==> config.mk <==
export PLATFORM = sky130hd
export DESIGN_NAME = mrsd_modem
export DESIGN_NICKNAME = d
export VERILOG_FILES = /design/src/mrsd_pkg.sv /design/src/mrsd_modem.sv
export SDC_FILE = /design/constraint.sdc
export NUM_CORES = 1
export LEC_CHECK = 0
export ABC_CLOCK_PERIOD_IN_PS = 25300
export BUFFER_PORTS_ARGS = -buffer_cell sky130_fd_sc_hd__buf_2
export CAP_MARGIN = 15
export CELL_PAD_IN_SITES_DETAIL_PLACEMENT = 0
export CELL_PAD_IN_SITES_GLOBAL_PLACEMENT = 1
export CORE_MARGIN = 3
export CORE_UTILIZATION = 50
export CTS_BUF_LIST = sky130_fd_sc_hd__clkbuf_2
export CTS_CLUSTER_SIZE = 10
export DETAILED_ROUTE_END_ITERATION = 8
export PLACE_DENSITY_LB_ADDON = 0.1
export REMOVE_ABC_BUFFERS = 1
export SYNTH_ARGS = -nofsm -noshare
export SYNTH_HDL_FRONTEND = slang
export SYNTH_SLANG_ARGS = --single-unit
==> constraint.sdc <==
create_clock -name i_clk_sys -period 25.3 [get_ports i_clk_sys]
set_input_delay 1.265 -clock i_clk_sys [delete_from_list [all_inputs] [get_ports i_clk_sys]]
set_output_delay 1.265 -clock i_clk_sys [all_outputs]
set_load 0.005 [all_outputs]
==> src/mrsd_pkg.sv <==
package mrsd_pkg;
   localparam int unsigned RATE_BASE = 256;
   localparam int unsigned RATE_FRAC_BITS = 28;
   localparam int unsigned RATE_ACC_W = 32;
   localparam int unsigned BW_DIV = 8;
   localparam int unsigned BW_BASE = 4;
   localparam int unsigned SYNC_W = 16;
   localparam int unsigned SYNC_LONG_W = 32;
   localparam logic [2:0] SYNC_MODE_LONG_A = 3'h3;
   localparam logic [2:0] SYNC_MODE_LONG_B = 3'h7;
   localparam logic [2:0] SYNC_MODE_OFF = 3'h0;
   localparam logic [2:0] SYNC_MODE_LOOSE = 3'h1;
   localparam logic [2:0] SYNC_MODE_CS = 3'h4;
   localparam logic [4:0] LOOSE_ERRS = 5'h01;
   localparam logic [7:0] PREAMBLE_BYTE = 8'h55;
   localparam int unsigned PHASE_W = 8;
   localparam logic [7:0] PHASE_HALF = 8'h80;
   localparam logic [7:0] PHASE_NUDGE = 8'h10;
   typedef enum logic [1:0] {
      MRSD_TX_IDLE = 2'h0,
      MRSD_TX_PRE = 2'h1,
      MRSD_TX_SYNC = 2'h3,
      MRSD_TX_DATA = 2'h2
   } mrsd_tx_state_t;
endpackage : mrsd_pkg

==> src/mrsd_modem.sv <==
module mrsd_modem
   import mrsd_pkg::*;
#(
   parameter int unsigned MANT_W = 8,
   parameter int unsigned EXP_W = 4,
   parameter int unsigned LVL_W = 8
) (
   input wire logic i_clk_sys,
   input wire logic i_rst,
   input wire logic [MANT_W-1:0] i_rate_mantissa,
   input wire logic [EXP_W-1:0] i_rate_exponent,
   input wire logic [1:0] i_filter_bw_mantissa,
   input wire logic [1:0] i_filter_bw_exponent,
   input wire logic [2:0] i_sync_mode,
   input wire logic [7:0] i_sync_word_high,
   input wire logic [7:0] i_sync_word_low,
   input wire logic i_mod_ook,
   input wire logic [7:0] i_synth_offset_trim,
   input wire logic i_pq_enable,
   input wire logic [7:0] i_preamble_quality,
   input wire logic [7:0] i_pq_threshold,
   input wire logic i_carrier_sense,
   input wire logic i_rx_sample,
   input wire logic signed [7:0] i_rx_freq,
   input wire logic [LVL_W-1:0] i_rx_level,
   input wire logic i_align_release,
   input wire logic i_tx_enable,
   input wire logic [3:0] i_num_preamble,
   input wire logic i_tx_valid,
   input wire logic [7:0] i_tx_data,
   output logic o_tx_ready,
   output logic o_tx_bit,
   output logic o_tx_bit_valid,
   output logic o_rx_bit,
   output logic o_rx_bit_valid,
   output logic o_sync_found,
   output logic o_aligned,
   output logic [7:0] o_rx_byte,
   output logic o_rx_byte_valid,
   output logic [7:0] o_offset_estimate_status,
   output logic [7:0] o_synth_offset,
   output logic [5:0] o_filter_decim,
   output logic [LVL_W-1:0] o_signal_strength
);
   // the sample and carrier-sense pins from the analog side are resynchronised first; frequency and level are used as they come
   logic rx_s1, rx_s2, rx_prev;
   logic cs_s1, cs_s2;
   logic next_rx_s1, next_rx_s2, next_rx_prev, next_cs_s1, next_cs_s2;
   logic [RATE_ACC_W-1:0] rate_acc, next_rate_acc;
   logic [RATE_ACC_W:0] rate_sum;
   logic [RATE_ACC_W-1:0] rate_step;
   logic [RATE_ACC_W-1:0] rate_mask;
   logic sym_tick;
   logic [RATE_ACC_W-1:0] phase, next_phase;
   logic rx_bit_valid, next_rx_bit_valid, rx_bit, next_rx_bit;
   logic [SYNC_LONG_W-1:0] shreg, next_shreg;
   logic [SYNC_LONG_W-1:0] pattern;
   logic long_sync;
   logic [5:0] errs;
   logic hit, qualified;
   logic aligned, next_aligned, sync_found, next_sync_found;
   logic [2:0] bitcnt, next_bitcnt;
   logic [7:0] rx_byte, next_rx_byte;
   logic rx_byte_valid, next_rx_byte_valid;
   logic signed [15:0] freq_acc, next_freq_acc;
   logic [7:0] offset_est, next_offset_est, synth_off, next_synth_off;
   logic [LVL_W-1:0] level, next_level;
   logic [5:0] decim, next_decim;
   mrsd_tx_state_t tx_state, next_tx_state;
   logic [3:0] pre_cnt, next_pre_cnt;
   logic [4:0] tx_bitcnt, next_tx_bitcnt;
   logic [SYNC_LONG_W-1:0] tx_sh, next_tx_sh;
   logic tx_bit, next_tx_bit, tx_bit_valid, next_tx_bit_valid;

   function automatic logic [5:0] mismatches(input logic [SYNC_LONG_W-1:0] a, input logic [SYNC_LONG_W-1:0] b,
                                             input logic wide);
      logic [5:0] n;
      n = '0;
      for (int i = 0; i < SYNC_LONG_W; i++) begin
         if ((wide || i < SYNC_W) && a[i] != b[i]) begin
            n = n + 6'h01;
         end
      end
      return n;
   endfunction : mismatches

   // last bit of the sync field, 16 or 32 bits long
   function automatic logic sync_done(input logic [4:0] cnt, input logic wide);
      return cnt == (wide ? 5'h1f : 5'h0f);
   endfunction : sync_done

   // phase accumulator: each wrap is one symbol; 2^28 scale kept by shifting the step
   assign rate_step = RATE_ACC_W'((RATE_ACC_W'(RATE_BASE) + RATE_ACC_W'(i_rate_mantissa)) << i_rate_exponent);
   assign rate_sum = {1'b0, rate_acc} + {1'b0, rate_step};
   assign rate_mask = RATE_ACC_W'((1 << RATE_FRAC_BITS) - 1);
   // the shared tick paces transmit; receive keeps its own edge-locked phase
   assign sym_tick = rate_sum[RATE_FRAC_BITS];
   assign long_sync = (i_sync_mode == SYNC_MODE_LONG_A) || (i_sync_mode == SYNC_MODE_LONG_B);
   assign pattern = long_sync ? {2{i_sync_word_high, i_sync_word_low}}
                              : {{SYNC_W{1'b0}}, i_sync_word_high, i_sync_word_low};
   assign errs = mismatches(shreg, pattern, long_sync);
   assign hit = (i_sync_mode != SYNC_MODE_OFF) &&
                ((i_sync_mode[1:0] == SYNC_MODE_LOOSE[1:0]) ? (errs <= 6'(LOOSE_ERRS)) : (errs == '0));
   assign qualified = hit && (!i_pq_enable || (i_preamble_quality > i_pq_threshold))
                      && (!(i_sync_mode[2] && SYNC_MODE_CS[2]) || cs_s2);

   always_comb begin
      next_rx_s1 = i_rx_sample;
      next_rx_s2 = rx_s1;
      next_rx_prev = rx_s2;
      next_cs_s1 = i_carrier_sense;
      next_cs_s2 = cs_s1;
      next_rate_acc = rate_sum[RATE_ACC_W-1:0] & rate_mask;
      next_rx_bit_valid = 1'b0;
      next_rx_bit = rx_bit;
      // every data edge restarts the bit phase and the bit is taken half a symbol later,
      // so rate error cannot pile up; line noise that flips each cycle never yields a bit
      next_phase = (phase + rate_step) & rate_mask;
      if (rx_s2 != rx_prev) begin
         next_phase = '0;
      end else if (!phase[RATE_FRAC_BITS-1] && next_phase[RATE_FRAC_BITS-1]) begin
         next_rx_bit_valid = 1'b1;
         next_rx_bit = rx_s2;
      end
      next_shreg = rx_bit_valid ? {shreg[SYNC_LONG_W-2:0], rx_bit} : shreg;
      next_sync_found = 1'b0;
      next_aligned = aligned;
      next_bitcnt = bitcnt;
      next_rx_byte = rx_byte;
      next_rx_byte_valid = 1'b0;
      if (aligned && i_align_release) begin
         next_aligned = 1'b0;
      end else if (!aligned && qualified) begin
         next_aligned = 1'b1;
         next_sync_found = 1'b1;
         next_bitcnt = '0;
      end else if (aligned && rx_bit_valid) begin
         next_rx_byte = {rx_byte[6:0], rx_bit};
         next_bitcnt = bitcnt + 3'h1;
         next_rx_byte_valid = (bitcnt == 3'h7);
      end
      // offset estimate: mean of demodulated frequency; frozen under on-off keying
      next_freq_acc = freq_acc;
      next_offset_est = offset_est;
      if (!i_mod_ook && rx_bit_valid) begin
         next_freq_acc = freq_acc - (freq_acc >>> 4) + 16'(i_rx_freq);
         next_offset_est = 8'(freq_acc >>> 4);
      end
      next_synth_off = i_mod_ook ? '0 : i_synth_offset_trim;
      next_level = level - (level >> 2) + (i_rx_level >> 2);
      // the divide-by-eight front stage is fixed, so only the scaled mantissa is reported
      next_decim = 6'((BW_BASE + 32'(i_filter_bw_mantissa)) << i_filter_bw_exponent);
      next_tx_state = tx_state;
      next_pre_cnt = pre_cnt;
      next_tx_bitcnt = tx_bitcnt;
      next_tx_sh = tx_sh;
      next_tx_bit = tx_bit;
      next_tx_bit_valid = 1'b0;
      case (tx_state)
         MRSD_TX_IDLE: begin
            if (i_tx_enable) begin
               next_tx_state = MRSD_TX_PRE;
               next_pre_cnt = '0;
               next_tx_bitcnt = '0;
               next_tx_sh = {PREAMBLE_BYTE, 24'h0};
            end
         end
         default: begin
            if (!i_tx_enable) begin
               next_tx_state = MRSD_TX_IDLE;
            end else if (sym_tick) begin
               next_tx_bit = tx_sh[SYNC_LONG_W-1];
               next_tx_bit_valid = 1'b1;
               next_tx_sh = {tx_sh[SYNC_LONG_W-2:0], 1'b0};
               next_tx_bitcnt = tx_bitcnt + 5'h01;
               if (tx_bitcnt[2:0] == 3'h7) begin
                  case (tx_state)
                     MRSD_TX_PRE: begin
                        // saturates so that a long wait for data cannot wrap the count
                        if (pre_cnt != 4'hf) begin
                           next_pre_cnt = pre_cnt + 4'h1;
                        end
                        next_tx_sh = {PREAMBLE_BYTE, 24'h0};
                        next_tx_bitcnt = '0;
                        if (({1'b0, pre_cnt} + 5'h01 >= {1'b0, i_num_preamble}) && i_tx_valid) begin
                           next_tx_state = MRSD_TX_SYNC;
                           next_tx_sh = pattern << (long_sync ? 0 : SYNC_W);
                        end
                     end
                     MRSD_TX_SYNC: begin
                        if (sync_done(tx_bitcnt, long_sync)) begin
                           next_tx_state = MRSD_TX_DATA;
                           next_tx_sh = {i_tx_data, 24'h0};
                           next_tx_bitcnt = '0;
                        end
                     end
                     default: begin
                        next_tx_bitcnt = '0;
                        // an empty buffer falls back to preamble
                        next_tx_sh = i_tx_valid ? {i_tx_data, 24'h0} : {PREAMBLE_BYTE, 24'h0};
                     end
                  endcase
               end
            end
         end
      endcase
   end

   assign o_tx_ready = i_tx_enable && sym_tick &&
                       ((tx_state == MRSD_TX_DATA && tx_bitcnt[2:0] == 3'h7) ||
                        (tx_state == MRSD_TX_SYNC && sync_done(tx_bitcnt, long_sync)));

   always_ff @(posedge i_clk_sys) begin
      if (i_rst) begin
         rx_s1 <= 1'b0;
         rx_s2 <= 1'b0;
         rx_prev <= 1'b0;
         cs_s1 <= 1'b0;
         cs_s2 <= 1'b0;
         rate_acc <= '0;
         phase <= '0;
         rx_bit_valid <= 1'b0;
         rx_bit <= 1'b0;
         shreg <= '0;
         sync_found <= 1'b0;
         aligned <= 1'b0;
         bitcnt <= '0;
         rx_byte <= '0;
         rx_byte_valid <= 1'b0;
         freq_acc <= '0;
         offset_est <= '0;
         synth_off <= '0;
         level <= '0;
         decim <= '0;
         tx_state <= MRSD_TX_IDLE;
         pre_cnt <= '0;
         tx_bitcnt <= '0;
         tx_sh <= '0;
         tx_bit <= 1'b0;
         tx_bit_valid <= 1'b0;
      end else begin
         rx_s1 <= next_rx_s1;
         rx_s2 <= next_rx_s2;
         rx_prev <= next_rx_prev;
         cs_s1 <= next_cs_s1;
         cs_s2 <= next_cs_s2;
         rate_acc <= next_rate_acc;
         phase <= next_phase;
         rx_bit_valid <= next_rx_bit_valid;
         rx_bit <= next_rx_bit;
         shreg <= next_shreg;
         sync_found <= next_sync_found;
         aligned <= next_aligned;
         bitcnt <= next_bitcnt;
         rx_byte <= next_rx_byte;
         rx_byte_valid <= next_rx_byte_valid;
         freq_acc <= next_freq_acc;
         offset_est <= next_offset_est;
         synth_off <= next_synth_off;
         level <= next_level;
         decim <= next_decim;
         tx_state <= next_tx_state;
         pre_cnt <= next_pre_cnt;
         tx_bitcnt <= next_tx_bitcnt;
         tx_sh <= next_tx_sh;
         tx_bit <= next_tx_bit;
         tx_bit_valid <= next_tx_bit_valid;
      end
   end

   assign o_tx_bit = tx_bit;
   assign o_tx_bit_valid = tx_bit_valid;
   assign o_rx_bit = rx_bit;
   assign o_rx_bit_valid = rx_bit_valid;
   assign o_sync_found = sync_found;
   assign o_aligned = aligned;
   assign o_rx_byte = rx_byte;
   assign o_rx_byte_valid = rx_byte_valid;
   assign o_offset_estimate_status = offset_est;
   assign o_synth_offset = synth_off;
   assign o_filter_decim = decim;
   assign o_signal_strength = level;
endmodule : mrsd_modem

# ---- Yosys cells after proc, flatten, opt, wreduce, memory -nomap -nowiden
# Cells that the tools add are included.
dict set report word_totals {
  reg_bits 200
  wordCells 260
}
dict set report classes {
  n_addsub 43
  n_lt_le_gt_ge 3
  n_eq_ne 49
  n_shift 3
  muxes 72
  bitwise 6
  n_reduce_logical 58
}
# op count
set ops {}
lappend ops {{32-bit two-way mux} 9}
lappend ops {{6-bit two-way mux} 31}
lappend ops {{6-bit by 1-bit adder with 6-bit output (second input constant)} 30}
lappend ops {{32-bit one-hot mux with 2 select lines} 1}
lappend ops {{5-bit two-way mux} 9}
lappend ops {{1-bit inequality test} 33}
lappend ops {{32-bit by 5-bit left shift with 32-bit output} 1}
lappend ops {{28-bit by 29-bit adder with 29-bit output} 1}
lappend ops {{1-bit logical AND} 29}
lappend ops {{10-bit by 4-bit left shift with 29-bit output} 1}
lappend ops {{28-bit adder} 1}
lappend ops {{4-bit two-way mux} 7}
lappend ops {{16-bit by 8-bit adder with 16-bit output} 1}
lappend ops {{16-bit by 12-bit subtractor with 16-bit output} 1}
lappend ops {{2-bit two-way mux} 7}
lappend ops {{9-bit by 8-bit adder with 10-bit output (first input constant)} 1}
lappend ops {{2-bit nonzero test} 5}
lappend ops {{3-bit equality test (second input constant)} 3}
lappend ops {{8-bit by 6-bit adder with 8-bit output} 1}
lappend ops {{8-bit greater-than comparator} 1}
lappend ops {{4-bit inequality test (second input constant)} 2}
lappend ops {{8-bit by 6-bit subtractor with 8-bit output} 1}
lappend ops {{6-bit by 1-bit less-or-equal comparator with 1-bit output (second input constant)} 1}
lappend ops {{6-bit logical NOT} 1}
lappend ops {{other kinds (31)} 56}

# ---- Depth between registers and ports, before layout
# Gate-level depths: netlist of run 1.
dict set report depth {
  word_depth 75
  ltp_mapped 87
  ltp_nobuf 87
}

# ---- Worst setup path after synthesis of run 1
# OpenSTA, ideal clock, no wires.
dict set report synth_timing {
  path_type {input-to-reg}
  start {in i_sync_word_low[1]}
  end {reg bitcnt[0]}
  setup_time_ns 0.115
  arrival_ns 16.976
  slack_ns 8.209
  path_stages 85
  cell_sequence {xnor2_1 -> inv_1 -> ha_1 -> xnor3_2 -> xnor2_1 -> ha_1 -> nand2_1 -> nand2_1 -> and3_1 -> or2_2 -> mux2i_1 -> ha_1 -> nand2_1 -> nand2_1 -> a31oi_1 -> xor2_1 -> o21ai_0 -> ha_1 -> (+49 left out) -> nand2_1 -> o221a_2 -> xnor2_1 -> mux2_2 -> ha_1 -> mux2_2 -> ha_1 -> mux2_2 -> ha_1 -> mux2_2 -> nand3_1 -> nor2_1 -> inv_1 -> or4_1 -> a31o_1 -> a211oi_2 -> nor2_1 -> o21a_1}
}
dict set report synth_via {
  elab_chain_cells 71
}
# item line_no
set synth_rtl {}
lappend synth_rtl {{from (decl)} mrsd_modem.sv:16} ;# input wire logic [7:0] i_sync_word_low,
lappend synth_rtl {{32-bit two-way mux (*)} mrsd_modem.sv:99} ;# assign pattern = long_sync ? {2{i_sync_word_high, i_sync_word_low}}
lappend synth_rtl {{1-bit inequality test} mrsd_modem.sv:80} ;# if ((wide || i < SYNC_W) && a[i] != b[i]) begin
lappend synth_rtl {{6-bit two-way mux} mrsd_modem.sv:80}
lappend synth_rtl {{6-bit by 1-bit adder with 6-bit output} mrsd_modem.sv:81} ;# n = n + 6'h01;
lappend synth_rtl {{6-bit two-way mux} mrsd_modem.sv:80}
lappend synth_rtl {{6-bit by 1-bit adder with 6-bit output} mrsd_modem.sv:81}
lappend synth_rtl {{6-bit two-way mux} mrsd_modem.sv:80}
lappend synth_rtl {{6-bit by 1-bit adder with 6-bit output} mrsd_modem.sv:81}
lappend synth_rtl {{(+55 left out)} --}
lappend synth_rtl {{6-bit by 1-bit less-or-equal comparator with 1-bit output / 6-bit logical NOT (equally long branches)} mrsd_modem.sv:103} ;# ((i_sync_mode[1:0] == SYNC_MODE_LOOSE[1:0]) ? (errs <= 6'(LOOSE_ERRS)) : (errs == '0));
lappend synth_rtl {{1-bit two-way mux (*)} mrsd_modem.sv:103}
lappend synth_rtl {{1-bit logical AND (*)} mrsd_modem.sv:102} ;# assign hit = (i_sync_mode != SYNC_MODE_OFF) &&
lappend synth_rtl {{1-bit logical AND (*)} mrsd_modem.sv:104} ;# assign qualified = hit && (!i_pq_enable || (i_preamble_quality > i_pq_threshold))
lappend synth_rtl {{1-bit logical AND (*)} mrsd_modem.sv:105} ;# && (!(i_sync_mode[2] && SYNC_MODE_CS[2]) || cs_s2);
lappend synth_rtl {{1-bit logical AND (*)} mrsd_modem.sv:133} ;# end else if (!aligned && qualified) begin
lappend synth_rtl {{2-bit nonzero test (no line)} --}
lappend synth_rtl {{2-bit AND reduction (no line)} --}
lappend synth_rtl {{to (signal assigned)} mrsd_modem.sv:254} ;# bitcnt <= next_bitcnt;
lappend synth_rtl {{to (decl)} mrsd_modem.sv:62} ;# logic [2:0] bitcnt, next_bitcnt;
# Every way passes the cells marked *; elsewhere a longest branch is shown, timed or not.
# A chain may end at the register's enable or synchronous reset.

# ---- Worst setup path after layout of run 1
dict set report layout_timing {
  start {in i_sync_word_low[1]}
  end {reg bitcnt[1]}
}
# Same word-level chain as after synthesis.

==> results of run 1 <==
## cell families (layout without fill, tap and decap cells)
kind of cell,count (synthesis),in the layout,share of synthesized area [%]
buf+inv,252,361,6.02
other cells,0,1,0
compound gates,446,446,17.5
flops,200,200,25.2
fa+ha+maj,146,146,12.6
simple gates,651,651,18.7
xor+xnor,234,234,15.6
mux,68,68,4.38
## cells in the final DEF (no fill, tap or decap), types with 8 or more instances in the layout
master	instances
a31oi_1	14
mux2i_1	57
clkbuf_2	17
dfxtp_1	199
fa_1	23
a22oi_1	28
nor3_1	40
nor2_1	201
mux2_2	11
inv_1	181
nand2b_1	18
a21o_1	15
o21ai_0	124
nor2b_1	27
nand3_1	29
ha_1	121
a211oi_1	12
xor2_1	65
nand2_1	225
a21oi_1	127
a21boi_0	10
xnor2_1	137
buf_2	138
o22ai_1	17
o21a_1	11
nand4_1	8
o21bai_1	12
xnor3_1	11
buf_4	8
o211ai_1	8
and2_1	36
and3_1	29
o31ai_1	11
## power by group
group	internal, W	leakage, nW	switching (W)
registers	0.000339	1.63	0.0000115
logic	0.000668	5.68	0.000790
clock network	0.0000368	0.158	0.000131
total	0.00104	7.46	0.000933
## sequential cells by signal (all words and copies together), names as in the netlist, 2 cells and up
register,cells
bitcnt,3
freq_acc,16
o_filter_decim,6
o_offset_estimate_status,8
o_rx_byte,8
o_signal_strength,8
o_synth_offset,8
phase,28
pre_cnt,4
rate_acc,28
shreg,32
tx_bitcnt,5
tx_sh,32
tx_state,2
## final timing paths
check | from | end | slack, ns
setup / recovery | i_sync_word_low[1] | bitcnt[1] | 6.77
hold / removal | o_offset_estimate_status[4] | o_offset_estimate_status[4] | 0.47
setup reg to reg | shreg[1] | bitcnt[1] | 7.02
hold reg to reg | o_offset_estimate_status[4] | o_offset_estimate_status[4] | 0.47
## layout make-up
cell class / count / share of cell area, %
Antenna cell: 1 / 0.0146
Clock buffer: 17 / 0.497
Clock inverter: 15 / 1.09
Inverter: 183 / 4.01
Multi-Input combinational cell: 1545 / 63.7
Sequential cell: 200 / 23.4
Tap cell: 396 / 2.89
Timing Repair Buffer: 146 / 4.38
## critical path, delay by kind of cell
| kind | cells | cell delay [ns] |
|---|---|---|
| simple gates | 19 | 3.05 |
| mux | 8 | 2.19 |
| compound gates | 24 | 4.76 |
| buf+inv | 6 | 0.66 |
| fa+ha+maj | 16 | 4.73 |
| xor+xnor | 13 | 2.55 |
## routing by layer
metal / GRT usage [%] / vias up / wire length, um
met5: 0 / - / 0
met4: 4.29 / 0 / 436
met3: 2.88 / 33 / 1210
met2: 36.7 / 190 / 16700
met1: 28.5 / 6176 / 17100
li1: - / 7014 / -
## stage by stage
step / hold slack [ns] / worst slack [ns] / cell area, um^2
detailed placement: 0.444 / 6.05 / 16900
global route: 0.466 / 5.23 / 17100
global placement: 0.419 / 6.31 / 16900
finish: 0.472 / 6.77 / 17100
floorplan: 0.414 / 8.18 / 15600
CTS: 0.458 / 6.92 / 17100
==> results by group, run 1 <==
Run status
  – Run status: complete, no violations

Route
  – Initial DRC Count: 574
  – DR WL/cell: 14.2 um
  – Final WL: between 30,000 and 40,000 um
  – Avg Vias per Cell: between 5 and 6
  – DRC viols: 0
  – Final ANT Viol Nets: 0
  – Vias: 13.4k
  – DRT Pass-1 Iters: 5

Global routing
  – Vias in the first global route: between 10k and 15k
  – Global-route wire length before repair: around 60,000 um
  – Largest net degree at the start of global routing: 67
  – Total GRT Usage: 21.2%
  – Total gr overflow: 0
  – Antenna violations before repair: 1

Logic synthesis
  – Top cells by area, synth: dfxtp_1 25%, ha_1 9.5%, xnor2_1 7.6%
  – Primary FF master, synth: dfxtp_1
  – Synth warn: 0
  – Count leader, synth: nand2_1
  – Sequential share of the synthesized area: approximately 25%
  – Mapped Cells: ~2.0k
  – Syn avg cell area: approximately 7.9 um^2
  – FF+latch count, synth: 200
  – Fraction of registers with async set/reset: 0%
  – Synth cell count leaders: 225 x nand2_1, 201 x nor2_1, 200 x dfxtp_1, 181 x inv_1, 137 x xnor2_1
  – Synth unique cells: 86
  – Mapped cell area: about 16,000 um^2
  – Cell taking the most area after synthesis: dfxtp_1
  – Post-synth EDFFs: 0
  – Post-synth top area share: 25.2%

Placed design
  – DP Wirelength: 27,600 um
  – Port Buf Inserts: between 100 and 150
  – Cells after DPL: about 2.5k
  – Gpl congestion: between 0.8 and 0.9

Worst setup path
  – Reg2Reg Depth: 85
  – CP max stage delay: 0.55 ns
  – Worst setup EP type: flip-flop
  – Startpoint types: input port
  – Most common cell type on the critical path: ha_1
  – WS Path Type: in -> reg
  – Crit-path slowest cell: a211oi_1
  – Worst Path Required: 26.02 ns
  – Arrival time at the worst endpoint: 19.25 ns
  – Highest net fanout along the worst path: 7

Timing
  – Setup TNS: 0 ns
  – Max Slew Vio Count: 0
  – Clock skew: 0.0590 ns
  – # setup viols final: 0
  – Period utilization: 73.2%
  – Slew HR: about 31%
  – Minimum clock period: around 19 ns
  – RSZ-0062 raised after global routing: no
  – Final Hold Vio Count: 0
  – FMAX: around 54 MHz
  – Measured slew at the worst slew-check pin: between 1 and 1.5 ns

Clock tree
  – Post-CTS sizing: 0
  – Post-CTS Setup Bufs: 0
  – CTS buffer count: 17
  – CTS tree: built
  – CTS max path bufs: 2
  – Worst skew pair latency: 0.84 ns
  – Root Buffer Master: clkbuf_2
  – CTS H-Tree Depth: 4
  – Post-CTS Hold Buffers: 0
  – TritonCTS Sinks: 200
  – Clock transition at path regs: 0.31 ns

Floorplan
  – Core Region: 30,900 um^2
  – Die Span Y: 184 um
  – Die extent in x: 184 um
  – Top-Level Pins: 142
  – Row count: 64
  – Die area: 33,900 um^2
  – Initial Util: 51.3%

Cells and area
  – Final Util: 55.4%
  – Fill count: approximately 3.0k
  – Post-layout nets: 2,333
  – Layout cell share with drive strength beyond 1: 10.8%
  – Reg area: 4010 um^2
  – Area occupied by multi-input gates: 10,900 um^2
  – P&R area growth vs syn: 8.00%
  – Finished Layout Cells: 2,503

Hold path
  – Hold path depth: 2
  – Hold WC Path Type: reg -> reg

Pwr
  – Power per cell area: 115 nW/um^2
  – Lkg Pwr: 7.46 nW
  – Maximum vdd drop: 125 uV
  – Final Power: approximately 0.002 W

Run
  – MaxCap Viol Count: 0
(Power assumes the default switching activity.)
==> inputs of run 2 (changes only) <==
Settings changed: ABC_CLOCK_PERIOD_IN_PS 25300 to 17900, CORE_UTILIZATION 50 to 47.
Clock period 25.3 ns to 17.9 ns, I/O delays scaled along.
==> run 2 against run 1 <==
  * Count of clock-buffer cells in the layout stayed put
  * Power is 44% higher
  * Sequential share of layout area is 0.35 points lower
  * Worst setup slack worse by 5.6 ns
  * Sequential cell count stayed put
  * Combinational power is 46% higher
  * Hold slack worse by 0.20 ns
  * Clock skew is 0.0035 ns lower
==> results by group, run 2 (same netlist as run 1, synthesis figures left out) <==
Cells and area
  – Area occupied by multi-input gates: 11,000 um^2
  – Final Util: a little over half
  – Most frequent cells in the layout: 224 x nand2_1, 198 x nor2_1, 197 x dfxtp_1
  – Finished Layout Cells: between 2k and 3k
  – Post-route cell area: 17,400 um^2
  – Layout cell share with drive strength beyond 1: between 10% and 20%
  – P&R area growth vs syn: 9.83%
  – Post-layout nets: between 2k and 2.5k
  – Fill count: 3,306
  – Biggest registers after layout: shreg (32), tx_sh (32)
  – Commonest non-fill, non-tap cell in the layout: nand2_1
  – Reg area: 4010 um^2

Timing
  – Slew HR: 29.7%
  – Setup TNS: 0 ns
  – # setup viols final: 0
  – Period utilization: 93.6%
  – Max Slew Vio Count: 0
  – Clock skew: 0.0555 ns
  – Min Hold Slack: about 0.27 ns
  – Measured slew at the worst slew-check pin: 1.05 ns
  – Minimum clock period: 16.75 ns
  – RSZ-0062 raised after global routing: no
  – FMAX: 59.7 MHz
  – Final Hold Vio Count: 0

Worst setup path
  – FF-to-FF setup slack: 1.15 ns
  – Worst setup EP type: flip-flop
  – Reg2Reg Depth: between 80 and 90
  – CP max stage delay: 0.44 ns
  – Reg2Reg Launch Point: shreg[0]
  – Crit-path slowest cell: dfxtp_4
  – WS Path Type: reg -> reg
  – Highest net fanout along the worst path: 5
  – Worst Path Required: approximately 19 ns
  – Arrival time at the worst endpoint: between 15 and 20 ns
  – Critical path origin: shreg[0]
  – Reg2Reg Capture Point: o_aligned
  – Startpoint types: flip-flop
  – Most common cell type on the critical path: ha_1

Placed design
  – Port Buf Inserts: between 100 and 150
  – Cells after DPL: 2,530
  – DP Wirelength: ~29,000 um
  – Gpl congestion: 0.837
  – DP Area: 17,000 um^2

Route
  – Avg Vias per Cell: 5.25
  – Vias: 13.5k
  – DR WL/cell: roughly 14 um
  – DRC viols: 0
  – Final ANT Viol Nets: 0
  – DRT Pass-1 Iters: 5
  – Final WL: 36,900 um
  – Initial DRC Count: 629

Hold path
  – Hold path depth: 2
  – WHS Endpoint: o_synth_offset[0]
  – Hold path startpoint: i_synth_offset_trim[0]
  – Hold WC Path Type: in -> reg

Global routing
  – Vias in the first global route: 12.6k
  – Global-route wire length before repair: between 60,000 and 70,000 um
  – Antenna violations before repair: 4
  – Total gr overflow: 0
  – Largest net degree at the start of global routing: 87
  – Total GRT Usage: roughly a fifth

Clock tree
  – Root Buffer Master: clkbuf_2
  – Worst skew pair latency: 0.83 ns
  – TritonCTS Sinks: 200
  – CTS tree: built
  – CTS buffer count: 17
  – Clock transition at path regs: around 0.32 ns
  – CTS H-Tree Depth: 4
  – CTS max path bufs: 2
  – Post-CTS Hold Buffers: 0

Pwr
  – Power per cell area: 164 nW/um^2
  – Lkg Pwr: approximately 7.6 nW
  – Maximum vdd drop: 264 uV

Floorplan
  – Die area: 36,000 um^2
  – Core Region: 32,900 um^2
  – Initial Util: 48.3%
  – Die Span Y: 190 um
  – Row count: 66
  – Die extent in x: 190 um
  – Top-Level Pins: 142

Run status
  – Run status: complete, no violations

Run
  – MaxCap Viol Count: 0
run 2: cell types whose count changed in the layout (fill, tap and decap cells not counted), moves of 2 or more:
cell / delta
buf_4: +18
dfxtp_1: -2
dfxtp_4: +2
inv_6: +4
inv_8: -3
nor2_1: -3
nor2_2: +2
xnor2_1: -4
xnor2_2: +3
run 2: worst max path at each step:
stage                      to  depth (start not counted)
floorplan           bitcnt[0]                         82
detailed placement  o_aligned                         88
global placement    bitcnt[1]                         88
global route        bitcnt[1]                         86
finish              o_aligned                         87
CTS                 bitcnt[1]                         86
run 2: area by class of cell:
type                       instances  share of cell area, %
antenna                            2                 0.0287
clock buffer                      17                  0.488
clock inverter                    15                  0.969
inverter                         183                   3.94
multi-input combinational       1545                   63.3
sequential                       200                   23.0
tap                              442                   3.17
timing repair buffer             164                   5.08
run 2: power by group:
group	internal, W	switching, W	total (W)	leakage, nW
clock network	0.0000488	0.000182	0.000231	0.154
registers	0.000479	0.0000163	0.000495	1.63
logic	0.000986	0.00114	0.00213	5.79
total	0.00151	0.00134	0.00285	7.57
run 2: timing repair:
| action | CTS | global route |
|---|---|---|
| setup buffers | 0 | 4 |
| gates resized for setup | 0 | 24 |
| endpoints found under the setup margin | 0 | 5 |
run 2: worst max-delay path, delay by kind of cell, from the launching register on:
kind	cells	cell delay, ns
simple gates	22	3.09
buf+inv	2	0.27
fa+ha+maj	17	5.02
xor+xnor	15	2.61
compound gates	22	2.92
mux	9	2.37
flops	1	0.44
run 2: metrics by stage:
step,total power (W),setup slack [ns]
CTS,0.00284,0.407
finish,0.00285,1.15
detailed placement,0.00258,-0.153
global placement,0.00256,0.117
global route,0.00314,0.00838
floorplan,0.00223,1.15
run 2: routing by layer:
metal | wire, um | track usage (%)
met1 | 17700 | 27.5
met2 | 17600 | 34.7
met3 | 1310 | 3.21
met4 | 335 | 3.64
met5 | 23 | 0
==> inputs of run 3 (changes only) <==
Settings changed: CORE_MARGIN 3 to 2, TNS_END_PERCENT from default to 10.
==> run 3 against run 2 <==
  * Worst setup slack gained 0.061 ns
  * Critical path type unchanged
  * Wire length is essentially flat
  * First-iteration DRC count shrank 0.48%
  * Critical endpoint is now bitcnt[2]
  * Largest cell class unchanged
  * Global-route usage grew 0.70 points
  * Clock power grew 8%
  * Largest power group unchanged
  * Cell count grew 0.35%
  * Sequential power is essentially flat
  * Register-to-register slack gained 0.06 ns
  * Die area shrank 2.1%
==> results by group, run 3 (same netlist as run 1, synthesis figures left out) <==
Worst setup path
  – CP max stage delay: around 0.43 ns
  – Arrival time at the worst endpoint: 17.38 ns
  – WS Path Type: reg -> reg
  – Worst Path Required: 18.59 ns
  – Reg2Reg Depth: 87
  – Startpoint types: flip-flop
  – Crit-path slowest cell: dfxtp_4
  – Most common cell type on the critical path: ha_1
  – Highest net fanout along the worst path: 6
  – Worst setup EP type: flip-flop

Floorplan
  – Die area: approximately 35,000 um^2
  – Die Span Y: 188 um
  – Initial Util: 47.6%
  – Row count: 67
  – Top-Level Pins: 142
  – Die extent in x: 188 um
  – Core Region: roughly 33,000 um^2

Timing
  – Final setup margin: 1.21 ns
  – # setup viols final: 0
  – Min Hold Slack: 0.268 ns
  – Max Slew Vio Count: 0
  – Clock skew: 0.0441 ns
  – Period utilization: 93.2%
  – Measured slew at the worst slew-check pin: ~1.0 ns
  – FMAX: 59.9 MHz
  – Final Hold Vio Count: 0
  – Minimum clock period: around 17 ns
  – Slew HR: a little under a third

Global routing
  – Routing usage on met2: 36.4%
  – Met1 Resource Use GR: 28.0%
  – Global-route wire length before repair: 61,700 um
  – Met3 Use GR: ~2.6%
  – Total GRT Usage: approximately a fifth
  – Total gr overflow: 0
  – Vias in the first global route: 12.7k
  – Largest net degree at the start of global routing: 66
  – Gr busiest metal: met2
  – Antenna violations before repair: 2

Pwr
  – Maximum vdd drop: 238 uV
  – Clock Power Share: 8.6%
  – Lkg Pwr: 7.60 nW
  – Internal power: around 0.0016 W
  – Combinational fraction of design power: 74.3%
  – Power per cell area: around 170 nW/um^2
  – Psw: about 0.0013 W
  – Flop pwr share: between 10% and 20%
  – Sw frac: about 46%

Run status
  – Run status: complete, no violations

Clock tree
  – Root Buffer Master: clkbuf_2
  – TritonCTS Sinks: 200
  – CTS tree: built
  – CTS buffer count: 17
  – CTS max path bufs: 2
  – Clock transition at path regs: between 0.3 and 0.4 ns
  – Worst skew pair latency: between 0.8 and 0.9 ns
  – CTS H-Tree Depth: 4

Cells and area
  – Post-route cell area: 17,500 um^2
  – Fill count: 3,354
  – P&R area growth vs syn: 10.1%
  – Post-layout nets: 2,354
  – Commonest non-fill, non-tap cell in the layout: nand2_1
  – Most frequent cells in the layout: 224 x nand2_1, 198 x nor2_1, 198 x dfxtp_1
  – Biggest registers after layout: shreg (32), tx_sh (32)
  – Layout cell share with drive strength beyond 1: 12.4%

Placed design
  – DP Area: 17,100 um^2
  – Pre-CTS WS: -0.0116 ns
  – Port Buf Inserts: 139
  – Gpl congestion: 0.858
  – DP Wirelength: 28,400 um

Hold path
  – Hold path depth: 2
  – Hold WC Path Type: in -> reg

Route
  – Final ANT Viol Nets: 0
  – DRT Pass-1 Iters: 5
  – Vias: about 14k
  – Avg Vias per Cell: 5.25
  – Final WL: 36,900 um
  – DR WL/cell: 14.3 um
  – Initial DRC Count: 626
  – DRC viols: 0

Run
  – MaxCap Viol Count: 0
## run 3: layer usage
layer	up-vias	part of all wire (%)
li1	7044	-
met1	6278	48
met2	181	47
met3	27	2.9
met4	0	1.3
met5	-	0
## run 3: what timing repair did
item                                    4_1_cts  5_1_grt
endpoints found under the setup margin        0        5
setup buffers                                 0        4
hold buffers                                  0        0
resized for setup                             0       20
## run 3: worst max-delay path: cells and delay by family, from the launching register on
kind	cells	cell delay (ns)
xor gates and xnor gates	13	2.23
AOI/OAI and AO/OA	22	3.08
DFF	1	0.43
buffers and inverters	3	0.45
adders and majority gates	17	5.06
and+or+nand+nor	23	3.03
muxes	9	2.33
## run 3: through the flow
step | power (W) | utilization (%) | TNS [ns] | instances
final | 0.00290 | 52.4 | 0 | 2577
after global routing | 0.00320 | 52.4 | -0.0195 | 2577
after CTS | 0.00289 | 52.0 | 0 | 2571
after detailed placement | 0.00261 | 51.1 | -0.0116 | 2539
after global placement | 0.00258 | 51.1 | 0 | 2539
after floorplan | 0.00223 | - | 0 | 1928
## run 3: path summary, 6_finish.rpt
check | slack [ns] | endpoint | from
max | 1.21 | bitcnt[2] | shreg[0]
min | 0.27 | o_synth_offset[7] | i_synth_offset_trim[7]
max reg2reg | 1.21 | bitcnt[2] | shreg[0]
min reg2reg | 0.46 | cs_s2 | cs_s1
## run 3: cell type report
class / count / area (um^2) / share of cell area [%]
multi-input cells: 1545 / 11000 / 63.0
inverters: 183 / 687 / 3.93
diodes: 2 / 5.00 / 0.0286
well taps: 448 / 561 / 3.21
repair buffers: 167 / 908 / 5.20
flip-flops and latches: 200 / 4010 / 22.9
clock buffers: 18 / 90.1 / 0.516
clock inverters: 14 / 195 / 1.12
## run 3: power groups by stage
| stage | Sequential (W) | Combinational [W] | Clock [W] |
|---|---|---|---|
| final | 0.000495 | 0.00216 | 0.000250 |
| after floorplan | 0.000501 | 0.00173 | 0 |
| after global routing | 0.000500 | 0.00242 | 0.000281 |
| after global placement | 0.000503 | 0.00208 | 0 |
| after CTS | 0.000496 | 0.00213 | 0.000264 |
| after detailed placement | 0.000503 | 0.00211 | 0 |
